$ cat src/seu_pkg.sv
// constants and carrier types of the soft error sensitivity lookup
// assumes one clock, synchronous active-high reset, byte-addressed map memory
// Functional notes
// - cache depth 2, 4, 8, 16, 32 or 64, default 8
// - report width follows largest region id
// - on-chip option builds memory master
// - memory address width parameter, default 32
// - start offset added to every address
// - tag zero reports no region unless the cache is full
// - first format critical reports region 1
// - frame, byte, bit taken from message word
// - first format descriptor at 0x14+frame*4
// - position read from group table entry
// - bitmap byte at pos/8 plus bases
// - pos bits 2:0 pick bitmap bit
// - second format descriptor at 0x1C+frame*4
// - second format position is 16 bits
// - descriptor bits 7:0 selector, 31:8 base
// - second format tag shifted, masked, zero non-critical
// - nonzero tag reads 16-bit region mask
package seu_pkg;

	////////////////////////////////////////////////////////////////
	// message word layout
	localparam int EMW_W      = 32;
	localparam int FRAME_LSB  = 16;
	localparam int FRAME_W    = 16;
	localparam int BYTE_LSB   = 3;
	localparam int BYTE_W     = 13;
	localparam int BIT_LSB    = 0;
	localparam int BIT_W      = 3;

	////////////////////////////////////////////////////////////////
	// map image layout
	localparam logic [31:0] FRAME_BASE_FMT1 = 32'h0000_0014;
	localparam logic [31:0] FRAME_BASE_FMT2 = 32'h0000_001c;
	localparam int          SEL_W           = 8;
	localparam int          FBASE_W         = 24;
	localparam int          REGION_MASK_W   = 16;

	////////////////////////////////////////////////////////////////
	// register byte offsets
	localparam logic [4:0] OFS_CTRL    = 5'h00;
	localparam logic [4:0] OFS_GROUP   = 5'h04;
	localparam logic [4:0] OFS_SPAN    = 5'h08;
	localparam logic [4:0] OFS_BITMAP  = 5'h0c;
	localparam logic [4:0] OFS_REGION  = 5'h10;
	localparam logic [4:0] OFS_STATUS  = 5'h14;
	localparam logic [4:0] OFS_LASTREG = 5'h18;

	// control fields and reset values
	localparam int          CTRL_FMT_BIT   = 0;
	localparam int          CTRL_TAGW_LSB  = 4;
	localparam int          CTRL_CLEAR_BIT = 31;
	localparam logic [31:0] CTRL_RESET     = 32'h0000_0010;
	localparam logic [31:0] ORIGIN_RESET   = 32'h0000_0000;

	// read sizes on the map port
	localparam logic [1:0] SZ_BYTE = 2'h0;
	localparam logic [1:0] SZ_HALF = 2'h1;
	localparam logic [1:0] SZ_WORD = 2'h2;

	typedef struct packed {
		logic [FRAME_W-1:0] frame;
		logic [BYTE_W-1:0]  byte_no;
		logic [BIT_W-1:0]   bit_no;
	} err_loc_s;

	typedef struct packed {
		logic        second_fmt;
		logic [3:0]  tag_width;
		logic [31:0] group_origin;
		logic [31:0] group_span;
		logic [31:0] bitmap_origin;
		logic [31:0] region_origin;
	} map_cfg_s;

	typedef enum logic [2:0] {
		S_IDLE, S_FRAME, S_GROUP, S_SENS, S_REGION, S_DONE
	} lookup_state_e;

endpackage

$ cat src/err_cache.sv
// non-critical location cache: remembers locations already judged harmless
// assumes insert is only pulsed when the key is not already held
`timescale 1ns/1ps
module err_cache #(
	parameter int DEPTH = 8,
	parameter int KEY_W = 32
) (
	input  wire logic                       clk,
	input  wire logic                       rst,
	input  wire logic                       clear,
	input  wire logic [KEY_W-1:0]           key,
	input  wire logic                       insert,
	output logic                            hit,
	output logic                            full,
	output logic [$clog2(DEPTH+1)-1:0]      count
);
	logic [KEY_W-1:0]           keys_q [DEPTH];
	logic [$clog2(DEPTH+1)-1:0] used_q;
	logic [DEPTH-1:0]           match;

	// one comparator per entry, only filled entries count
	for (genvar i = 0; i < DEPTH; i++)
	begin : g_cmp
		assign match[i] = (i < used_q) && (keys_q[i] == key);
	end

	assign hit   = |match;
	assign full  = (used_q == ($clog2(DEPTH+1))'(DEPTH));
	assign count = used_q;

	// in-order fill, no eviction; an insert beside a clear wins
	always_ff @(posedge clk)
	begin
		if (rst || (clear && !insert))
			used_q <= '0;
		else if (insert && (clear || !full))
		begin
			keys_q[clear ? '0 : used_q[$clog2(DEPTH)-1:0]] <= key;
			used_q <= (clear ? '0 : used_q) + 1'b1;
		end
	end
endmodule

$ cat src/map_reader.sv
// single read master towards the map memory, one request at a time
// assumes aligned half-words and little-endian byte lanes in each word
`timescale 1ns/1ps
module map_reader #(
	parameter int          ADDR_W = 32,
	parameter logic [31:0] START  = 32'h0000_0000
) (
	input  wire logic              clk,
	input  wire logic              rst,
	input  wire logic              start,
	input  wire logic [31:0]       addr,
	input  wire logic [1:0]        size,
	output logic                   done,
	output logic [31:0]            data,
	output logic                   mem_read,
	output logic [ADDR_W-1:0]      mem_address,
	input  wire logic              mem_waitrequest,
	input  wire logic [31:0]       mem_readdata
);
	logic        busy_q;
	logic [31:0] addr_q;
	logic [1:0]  size_q;
	logic [31:0] lane;
	logic [31:0] full_addr;

	// word-aligned fetch, offset applied on every request
	assign full_addr   = START + {addr_q[31:2], 2'b00};
	assign mem_address = full_addr[ADDR_W-1:0];
	assign mem_read    = busy_q;
	assign lane        = (size_q == seu_pkg::SZ_WORD) ? mem_readdata :
	                     (size_q == seu_pkg::SZ_HALF) ?
	                     {16'h0000, mem_readdata[addr_q[1]*16 +: 16]} :
	                     {24'h000000, mem_readdata[addr_q[1:0]*8 +: 8]};

	// request stays up until the slave drops waitrequest
	always_ff @(posedge clk)
	begin
		if (rst)
		begin
			busy_q <= 1'b0;
			done   <= 1'b0;
			data   <= '0;
			addr_q <= '0;
			size_q <= seu_pkg::SZ_WORD;
		end
		else
		begin
			done <= busy_q && !mem_waitrequest;
			if (busy_q && !mem_waitrequest)
			begin
				busy_q <= 1'b0;
				data   <= lane;
			end
			else if (start && !busy_q)
			begin
				busy_q <= 1'b1;
				addr_q <= addr;
				size_q <= size;
			end
		end
	end
endmodule

$ cat src/seu_lookup.sv
// sensitivity lookup engine: classifies a located configuration upset
// assumes the map image is preloaded and the unloader drives the message inputs
//
// Register access over Avalon-MM and the placing of the registers were chosen for this implementation.
`timescale 1ns/1ps
module seu_lookup #(
	parameter int          CACHE_DEPTH = 8,
	parameter int          REGION_MAX  = 1,
	parameter bit          ON_CHIP     = 1'b1,
	parameter int          ADDR_W      = 32,
	parameter logic [31:0] START       = 32'h0000_0000
) (
	input  wire logic                        clk,
	input  wire logic                        rst,
	input  wire logic [seu_pkg::EMW_W-1:0]   error_message_word,
	input  wire logic                        error_message_present,
	input  wire logic                        error_message_fault,
	input  wire logic [4:0]                  avs_address,
	input  wire logic                        avs_read,
	input  wire logic                        avs_write,
	input  wire logic [31:0]                 avs_writedata,
	input  wire logic [3:0]                  avs_byteenable,
	output logic [31:0]                      avs_readdata,
	output logic                             avs_waitrequest,
	output logic                             mem_read,
	output logic [ADDR_W-1:0]                mem_address,
	input  wire logic                        mem_waitrequest,
	input  wire logic [31:0]                 mem_readdata,
	output logic                             lookup_busy,
	output logic                             critical_error,
	output logic                             noncritical_error,
	output logic [REGION_MAX-1:0]            regions_report,
	output logic                             offchip_valid,
	output logic [seu_pkg::EMW_W-1:0]        offchip_location
);

	////////////////////////////////////////////////////////////////
	// build-time checks on the parameter ranges
	localparam int KEY_W = $bits(seu_pkg::err_loc_s);

	initial
	begin
		if (!(CACHE_DEPTH inside {2, 4, 8, 16, 32, 64}))
			$error("cache depth must be 2, 4, 8, 16, 32 or 64");
		if (REGION_MAX < 1 || REGION_MAX > 255)
			$error("largest region id must be 1 to 255");
		if (ADDR_W < 1 || ADDR_W > 32)
			$error("memory address width must be 1 to 32");
	end

	////////////////////////////////////////////////////////////////
	// register bus slave
	seu_pkg::map_cfg_s cfg;
	logic [31:0] ctrl_q;
	logic [31:0] group_q;
	logic [31:0] span_q;
	logic [31:0] bitmap_q;
	logic [31:0] region_q;
	logic [31:0] last_regions_q;
	logic        last_critical_q;
	logic        ack_q;
	logic [31:0] be_mask;
	logic        wr_go;
	logic        rd_go;
	logic        sel_ctrl;
	logic        sel_group;
	logic        sel_span;
	logic        sel_bitmap;
	logic        sel_region;
	logic        cache_clear;
	logic [31:0] status_word;
	logic [31:0] rd_mux;
	logic [$clog2(CACHE_DEPTH+1)-1:0] cache_count;

	// one wait state per access, so every access answers at the second edge
	assign avs_waitrequest = (avs_read || avs_write) && !ack_q;
	assign wr_go      = avs_write && ack_q;
	assign rd_go      = avs_read && !ack_q;
	assign be_mask    = {{8{avs_byteenable[3]}}, {8{avs_byteenable[2]}},
	                     {8{avs_byteenable[1]}}, {8{avs_byteenable[0]}}};
	assign sel_ctrl   = wr_go && (avs_address == seu_pkg::OFS_CTRL);
	assign sel_group  = wr_go && (avs_address == seu_pkg::OFS_GROUP);
	assign sel_span   = wr_go && (avs_address == seu_pkg::OFS_SPAN);
	assign sel_bitmap = wr_go && (avs_address == seu_pkg::OFS_BITMAP);
	assign sel_region = wr_go && (avs_address == seu_pkg::OFS_REGION);
	// writing the clear bit empties the cache, the bit itself never stores
	assign cache_clear = sel_ctrl && avs_byteenable[3] &&
	                     avs_writedata[seu_pkg::CTRL_CLEAR_BIT];

	assign cfg.second_fmt    = ctrl_q[seu_pkg::CTRL_FMT_BIT];
	assign cfg.tag_width     = ctrl_q[seu_pkg::CTRL_TAGW_LSB +: 4];
	assign cfg.group_origin  = group_q;
	assign cfg.group_span    = span_q;
	assign cfg.bitmap_origin = bitmap_q;
	assign cfg.region_origin = region_q;

	assign status_word = {15'h0000, last_critical_q,
	                      (8)'(cache_count), 7'h00, lookup_busy};

	// unmapped offsets read as zero
	assign rd_mux = (avs_address == seu_pkg::OFS_CTRL)    ? ctrl_q :
	                (avs_address == seu_pkg::OFS_GROUP)   ? group_q :
	                (avs_address == seu_pkg::OFS_SPAN)    ? span_q :
	                (avs_address == seu_pkg::OFS_BITMAP)  ? bitmap_q :
	                (avs_address == seu_pkg::OFS_REGION)  ? region_q :
	                (avs_address == seu_pkg::OFS_STATUS)  ? status_word :
	                (avs_address == seu_pkg::OFS_LASTREG) ? last_regions_q :
	                32'h0000_0000;

	function automatic logic [31:0] merge(input logic [31:0] old,
	                                      input logic [31:0] nw,
	                                      input logic [31:0] m);
		merge = (old & ~m) | (nw & m);
	endfunction

	// registers written under byte enables
	always_ff @(posedge clk)
	begin
		if (rst)
		begin
			ack_q        <= 1'b0;
			avs_readdata <= '0;
			ctrl_q       <= seu_pkg::CTRL_RESET;
			group_q      <= seu_pkg::ORIGIN_RESET;
			span_q       <= seu_pkg::ORIGIN_RESET;
			bitmap_q     <= seu_pkg::ORIGIN_RESET;
			region_q     <= seu_pkg::ORIGIN_RESET;
		end
		else
		begin
			ack_q <= (avs_read || avs_write) && !ack_q;
			if (rd_go)
				avs_readdata <= rd_mux;
			if (sel_ctrl)
				ctrl_q <= merge(ctrl_q, avs_writedata, be_mask) & 32'h0000_00f1;
			if (sel_group)
				group_q <= merge(group_q, avs_writedata, be_mask);
			if (sel_span)
				span_q <= merge(span_q, avs_writedata, be_mask);
			if (sel_bitmap)
				bitmap_q <= merge(bitmap_q, avs_writedata, be_mask);
			if (sel_region)
				region_q <= merge(region_q, avs_writedata, be_mask);
		end
	end

	////////////////////////////////////////////////////////////////
	// incoming location and cache
	seu_pkg::err_loc_s in_loc;
	seu_pkg::err_loc_s loc_q;
	logic              cache_hit;
	logic              cache_full;
	logic              cache_insert;
	logic              accept;

	// location fields of the message word
	assign in_loc.frame   = error_message_word[seu_pkg::FRAME_LSB +: seu_pkg::FRAME_W];
	assign in_loc.byte_no = error_message_word[seu_pkg::BYTE_LSB +: seu_pkg::BYTE_W];
	assign in_loc.bit_no  = error_message_word[seu_pkg::BIT_LSB +: seu_pkg::BIT_W];

	err_cache #(
		.DEPTH (CACHE_DEPTH),
		.KEY_W (KEY_W)
	) u_cache (
		.clk    (clk),
		.rst    (rst),
		.clear  (cache_clear),
		.key    (lookup_busy ? loc_q : in_loc),
		.insert (cache_insert),
		.hit    (cache_hit),
		.full   (cache_full),
		.count  (cache_count)
	);

	////////////////////////////////////////////////////////////////
	// map memory master, present only with on-chip processing
	logic        rd_start;
	logic [31:0] rd_addr;
	logic [1:0]  rd_size;
	logic        rd_done;
	logic [31:0] rd_data;

	if (ON_CHIP)
	begin : g_mem
		map_reader #(
			.ADDR_W (ADDR_W),
			.START  (START)
		) u_reader (
			.clk             (clk),
			.rst             (rst),
			.start           (rd_start),
			.addr            (rd_addr),
			.size            (rd_size),
			.done            (rd_done),
			.data            (rd_data),
			.mem_read        (mem_read),
			.mem_address     (mem_address),
			.mem_waitrequest (mem_waitrequest),
			.mem_readdata    (mem_readdata)
		);
	end
	else
	begin : g_nomem
		assign mem_read    = 1'b0;
		assign mem_address = '0;
		assign rd_done     = 1'b0;
		assign rd_data     = '0;
	end

	////////////////////////////////////////////////////////////////
	// lookup sequencer
	seu_pkg::lookup_state_e state_q;
	seu_pkg::lookup_state_e state_d;
	logic [seu_pkg::SEL_W-1:0]   sel_q;
	logic [seu_pkg::FBASE_W-1:0] fbase_q;
	logic [15:0]                 pos_q;
	logic [7:0]                  tag_q;
	logic                        crit_q;
	logic [15:0]                 mask_q;
	logic                        issued_q;
	logic [31:0]                 frame_addr;
	logic [31:0]                 group_addr;
	logic [31:0]                 sens_addr;
	logic [31:0]                 region_addr;
	logic [31:0]                 tag_bits;
	logic [7:0]                  tag_mask;
	logic [7:0]                  tag_val;
	logic [2:0]                  tag_shift;
	logic                        bitmap_bit;

	assign accept = error_message_present && !lookup_busy;

	// address arithmetic for each map read
	assign frame_addr  = (cfg.second_fmt ? seu_pkg::FRAME_BASE_FMT2
	                                     : seu_pkg::FRAME_BASE_FMT1)
	                     + {14'h0000, loc_q.frame, 2'b00};
	assign group_addr  = cfg.group_origin + 32'(sel_q) * cfg.group_span
	                     + {15'h0000, loc_q.byte_no, loc_q.bit_no, 1'b0};
	assign tag_bits    = cfg.second_fmt ? 32'(pos_q) * 32'(cfg.tag_width)
	                                    : 32'(pos_q);
	assign sens_addr   = {3'b000, tag_bits[31:3]} + cfg.bitmap_origin
	                     + {8'h00, fbase_q};
	assign region_addr = cfg.region_origin + {23'h0, tag_val - 8'h01, 1'b0};
	assign tag_shift   = tag_bits[2:0];
	assign tag_mask    = 8'((9'h001 << cfg.tag_width) - 9'h001);
	assign tag_val     = (rd_data[7:0] >> tag_shift) & tag_mask;
	assign bitmap_bit  = rd_data[pos_q[2:0]];

	// a read is issued on the first cycle of each fetch state
	assign rd_start = !issued_q && (state_q != seu_pkg::S_IDLE)
	                  && (state_q != seu_pkg::S_DONE);
	assign rd_addr  = (state_q == seu_pkg::S_FRAME)  ? frame_addr :
	                  (state_q == seu_pkg::S_GROUP)  ? group_addr :
	                  (state_q == seu_pkg::S_SENS)   ? sens_addr : region_addr;
	assign rd_size  = (state_q == seu_pkg::S_FRAME) ? seu_pkg::SZ_WORD :
	                  (state_q == seu_pkg::S_SENS)  ? seu_pkg::SZ_BYTE
	                                                : seu_pkg::SZ_HALF;
	// noncritical results fill the cache while it has room
	assign cache_insert = (state_q == seu_pkg::S_DONE) && !crit_q && !cache_full;
	assign lookup_busy  = (state_q != seu_pkg::S_IDLE);

	// next state
	always_comb
	begin
		state_d = state_q;
		unique case (state_q)
			seu_pkg::S_IDLE:
				if (accept && !error_message_fault && !cache_hit && ON_CHIP)
					state_d = seu_pkg::S_FRAME;
			seu_pkg::S_FRAME:
				if (rd_done)
					state_d = seu_pkg::S_GROUP;
			seu_pkg::S_GROUP:
				if (rd_done)
					state_d = seu_pkg::S_SENS;
			seu_pkg::S_SENS:
				if (rd_done)
					state_d = (cfg.second_fmt && tag_val != 8'h00) ?
					          seu_pkg::S_REGION : seu_pkg::S_DONE;
			seu_pkg::S_REGION:
				if (rd_done)
					state_d = seu_pkg::S_DONE;
			seu_pkg::S_DONE:
				state_d = seu_pkg::S_IDLE;
		endcase
	end

	// sequencer registers and captured map values
	always_ff @(posedge clk)
	begin
		if (rst)
		begin
			state_q  <= seu_pkg::S_IDLE;
			issued_q <= 1'b0;
			loc_q    <= '0;
			sel_q    <= '0;
			fbase_q  <= '0;
			pos_q    <= '0;
			tag_q    <= '0;
			crit_q   <= 1'b0;
			mask_q   <= '0;
		end
		else
		begin
			state_q  <= state_d;
			issued_q <= (state_d == state_q) && (issued_q || rd_start);
			if (state_q == seu_pkg::S_IDLE && accept)
				loc_q <= in_loc;
			if (state_q == seu_pkg::S_FRAME && rd_done)
			begin
				sel_q   <= rd_data[7:0];
				fbase_q <= rd_data[31:8];
			end
			if (state_q == seu_pkg::S_GROUP && rd_done)
				pos_q <= rd_data[15:0];
			if (state_q == seu_pkg::S_SENS && rd_done)
			begin
				tag_q  <= tag_val;
				// first format: set bit means region 1
				crit_q <= cfg.second_fmt ? (tag_val != 8'h00) : bitmap_bit;
				mask_q <= cfg.second_fmt ? 16'h0000 : 16'h0001;
			end
			if (state_q == seu_pkg::S_REGION && rd_done)
				mask_q <= rd_data[15:0];
		end
	end

	////////////////////////////////////////////////////////////////
	// result outputs
	logic [15:0]           fin_mask;
	logic                  fin_crit;
	logic                  fin_event;
	logic                  quick_crit;
	logic [REGION_MAX-1:0] report_d;

	// a fault or an unplaceable harmless result is taken as critical everywhere
	assign quick_crit = accept && error_message_fault;
	assign fin_event  = (state_q == seu_pkg::S_DONE) || quick_crit;
	assign fin_crit   = quick_crit || crit_q || cache_full;
	assign fin_mask   = (quick_crit || (!crit_q && cache_full)) ? 16'hffff : mask_q;

	// region i+1 maps to mask bit i; ids past the mask width never report
	for (genvar i = 0; i < REGION_MAX; i++)
	begin : g_rep
		if (i < seu_pkg::REGION_MASK_W)
		begin : g_in
			assign report_d[i] = fin_mask[i] && fin_crit;
		end
		else
		begin : g_out
			assign report_d[i] = 1'b0;
		end
	end

	// result pulses, report vector held until the next result
	always_ff @(posedge clk)
	begin
		if (rst)
		begin
			critical_error    <= 1'b0;
			noncritical_error <= 1'b0;
			regions_report    <= '0;
			last_regions_q    <= '0;
			last_critical_q   <= 1'b0;
			offchip_valid     <= 1'b0;
			offchip_location  <= '0;
		end
		else
		begin
			critical_error    <= fin_event && fin_crit;
			noncritical_error <= fin_event && !fin_crit;
			// without on-chip processing the location is handed out as is
			offchip_valid     <= !ON_CHIP && accept && !error_message_fault && !cache_hit;
			if (accept)
				offchip_location <= error_message_word;
			if (fin_event)
			begin
				regions_report  <= report_d;
				last_regions_q  <= 32'(fin_mask & {16{fin_crit}});
				last_critical_q <= fin_crit;
			end
		end
	end
endmodule

$ cat config.mk
export PLATFORM = sky130hd
export DESIGN_NAME = seu_lookup
export DESIGN_NICKNAME = d
export VERILOG_FILES = /design/src/seu_pkg.sv /design/src/err_cache.sv /design/src/map_reader.sv /design/src/seu_lookup.sv
export SDC_FILE = /design/constraint.sdc
export NUM_CORES = 2
export LEC_CHECK = 0
export ABC_AREA = 1
export BUFFER_PORTS_ARGS = -buffer_cell sky130_fd_sc_hd__buf_2
export CAP_MARGIN = 20
export CORE_ASPECT_RATIO = 0.7
export CORE_MARGIN = 4
export CORE_UTILIZATION = 40
export CTS_CLUSTER_DIAMETER = 100
export DETAILED_ROUTE_END_ITERATION = 6
export HOLD_SLACK_MARGIN = 0.15
export SYNTH_ARGS = -nofsm -noshare
export SYNTH_HDL_FRONTEND = slang
export SYNTH_HIERARCHICAL = 1
export SYNTH_SLANG_ARGS = --single-unit
$ cat constraint.sdc
create_clock -name clk -period 11.8 [get_ports clk]
set_input_delay 1.18 -clock clk [delete_from_list [all_inputs] [get_ports clk]]
set_output_delay 1.18 -clock clk [all_outputs]
set_load 0.01 [all_outputs]
==> summary.md <==
| Metric | Value |
|---|---|
| Ys async rst share | `0%` |
| Synth Area in Simple Gates | `21.9%` |
| Slowest CP cell | `dfxtp_1` |
| Arr. time, crit path | `7230 ps` |
| DRC viols | `0` |
| CTS Sinks | `614` |
| Post-route ant nets | `0` |
| CP max FO | `23` |
| Setup Fix Bufs, Post-CTS | `0` |
| Overall routing resource usage | `28.0%` |
| Final setup viols | `0` |
| Clock Tree Root | `clkbuf_16` |
| Die width | `396 µm` |
| Main combinational cell family by area after synthesis | `simple AND/OR/NAND/NOR gates` |
| Final period util | `56.4%` |
| Most used cell, CP | `nand2_1` |
| Power Dens Cells | `124 nW/µm²` |
| Peak Freq | `150 MHz` |
| Hold_buf cts | `0` |
| Post-synthesis compound-gate area fraction | `12.8%` |
| Dpl hpwl | `124 mm` |
| Post-Syn Area | `42100 µm²` |
| Post-synth EDFFs | `256` |
| Number of buffers and inverters on the critical path | `1` |
| Mux contribution to synthesized area | `0%` |
| Worst VDD drop | `0.0941 mV` |
| Core area | `104000 µm²` |
| Yosys reg bits | `614` |
| Vias per cell | `5.34` |
| TNS Setup | `0 ps` |
| Hold slack | `458 ps` |
| Pin count of the biggest net entering global routing | `108` |
| Sequential element share of the synthesized area | `35.3%` |
| Initial core utilization | `40.4%` |
| Synth Area in XOR/XNOR | `3.18%` |
| Overflow after GRT | `0` |
| Leak | `21.2 nW` |
| Worst-path clk slew | `60 ps` |
| Port Buffers | `211` |
| Clock Latency Late Sink | `670 ps` |
| Share of layout cells above drive strength 1 | `8.42%` |
| Max-slew violation count | `0` |
| Die area | `111000 µm²` |
| Core Util, Final | `44.7%` |
| Row count | `99` |
| 1st-pass router iterations | `6` |
| Status | `finished clean` |
| Slew Limit Headroom | `26.7%` |
| Element type at the critical path end | `flip-flop` |
| Slowest stage delay, CP | `930 ps` |
| Vias | `38200` |
| Bufs on Longest Clock Path | `3` |
| Post-CTS sizing | `0` |
| WL final | `159 mm` |
| Required time of the critical path | `12380 ps` |
| Total CTS buffers | `68` |
| Final GP Congestion | `0.976` |
| Min-Delay Startpoint | `g_mem.u_reader/data[25]` |
| Synth Flop Type | `dfxtp_1` |
| First-pass GRT wire length | `232 mm` |
| Die H | `279 µm` |
| Top delay family on crit path | `simple AND/OR/NAND/NOR gates` |
| Initial antenna violation count | `22` |
| Worst Tran Pin Value | `1090 ps` |
| Dpl ws | `5370 ps` |
| Synth Warn # | `6` |
| Wire per inst | `22.2 µm` |
| Worst setup margin | `5150 ps` |
| Layout Skew | `29.7 ps` |
| Adder-Cell Fraction of Synth Area | `15.5%` |
| RSZ-0062 raised after global routing | `false` |
| I/O pins | `215` |
| Cell count after synthesis | `5592` |
| Initial detailed-routing violation count | `4595` |
| H-tree Lvls | `3` |
| Area Growth Syn to Fin | `10.7%` |
| CTS tree | `built` |
| Min cycle time layout | `6650 ps` |
| WS Path Type | `reg -> reg` |
| Mean Syn Cell Area | `7.53 µm²` |
| Final hold vios | `0` |
| Critical path startpoint category | `flip-flop` |
| Pwr Total | `5.78 mW` |
| Final #Nets | `6171` |
| Max-cap violations | `0` |
| Hold Crit Class | `reg -> reg` |
| Vias in the first global route | `34900` |
| Synth unique cells | `58` |
[cells in the final DEF, fill, tap and decap left out, types with 10 or more instances in the layout]
cell and n:
buf_2 211, nor2_4 12, a221oi_1 11, or2_2 10, nand2_1 1455, clkbuf_1 13
nor2_1 463, a21oi_1 369, edfxtp_1 256, nor3_1 31, xnor2_1 97, clkbuf_8 17
dfxtp_1 358, inv_2 20, nand4_1 45, o21ai_0 422, nor2_2 12, o21bai_1 12
xor2_1 56, o211ai_1 34, o21ai_1 53, fa_1 248, ha_1 126, o22ai_1 32
clkbuf_16 69, buf_4 74, o221ai_1 20, nand3_1 211, inv_1 875
[path summary, 6_finish.rpt]
path                                    end  slack [ps]  depth (start not counted)
setup / recovery  g_mem.u_reader/addr_q[16]        5150                         27
hold / removal      g_mem.u_reader/data[25]         460                          2
setup reg to reg  g_mem.u_reader/addr_q[16]        5150                         27
hold reg to reg     g_mem.u_reader/data[25]         460                          2
[through the flow]
| step | cells | area [µm²] |
|---|---|---|
| after global placement | 7027 | 44200 |
| after floorplan | 5593 | 42100 |
| final | 7160 | 46600 |
| after CTS | 7150 | 46500 |
| after detailed placement | 7027 | 44200 |
| after global routing | 7156 | 46600 |
[layout make-up]
cell class	instances	area, µm²
fill	10700	57700
multi-input combinational	3810	22600
sequential	614	14900
inverter	904	3410
clock buffer	100	2010
tap	1414	1770
timing repair buffer	287	1670
clock inverter	23	272
antenna	8	20.0
[worst min-delay path, cell delays in order, from the launching register on]
cell	delay (ps)
dfxtp_1	310
nand2_1	60
o21ai_1	50
[power by group]
group,switching (mW),internal (mW),total [mW],leakage [nW]
logic,0.847,0.305,1.15,14.9
registers,0.0962,2.33,2.42,5.22
clock network,0.927,1.28,2.21,1.12
total,1.87,3.91,5.78,21.2
[cell families (layout without fill, tap and decap cells)]
group,after synthesis,after routing
fa+ha+maj,374,374
flops,614,614
buf+inv,1169,1314
compound gates,1002,1002
other cells,2,11
simple gates,2278,2278
xor+xnor,153,153
[cell usage after synthesis, types with 7 or more instances]
cell type | count | area (µm²)
xnor2_1 | 97 | 850
a21oi_1 | 369 | 1850
or2_2 | 10 | 62.6
o2111ai_1 | 9 | 78.8
o21ai_0 | 452 | 2260
inv_2 | 20 | 75.1
nor4_1 | 9 | 56.3
inv_1 | 877 | 3290
fa_1 | 248 | 4960
a221oi_1 | 11 | 96.3
o211ai_1 | 34 | 255
nand2_2 | 7 | 43.8
o221ai_1 | 20 | 175
o21ai_1 | 28 | 140
a21o_1 | 8 | 60.1
nor2_1 | 467 | 1750
edfxtp_1 | 256 | 7690
o22ai_1 | 32 | 200
ha_1 | 126 | 1580
nand3_1 | 211 | 1060
nor3_1 | 37 | 185
nand4_1 | 45 | 282
clkbuf_1 | 149 | 559
nand2_1 | 1457 | 5470
buf_6 | 8 | 90.1
o21bai_1 | 12 | 90.1
xor2_1 | 56 | 490
buf_1 | 9 | 33.8
buf_4 | 61 | 458
buf_2 | 37 | 185
nor2_4 | 11 | 124
a31oi_1 | 7 | 43.8
nor2_2 | 9 | 56.3
dfxtp_1 | 358 | 7170
[routing by layer]
| layer | part of all wire (%) | up-vias | global-route usage [%] |
|---|---|---|---|
| met2 | 38 | 1900 | 37.0 |
| met1 | 47 | 18200 | 43.9 |
| li1 | - | 17900 | - |
| met3 | 13 | 187 | 8.15 |
| met5 | 0.046 | - | 0 |
| met4 | 2.5 | 10 | 7.15 |
No activity file was read; power rests on OpenSTA's default activity.
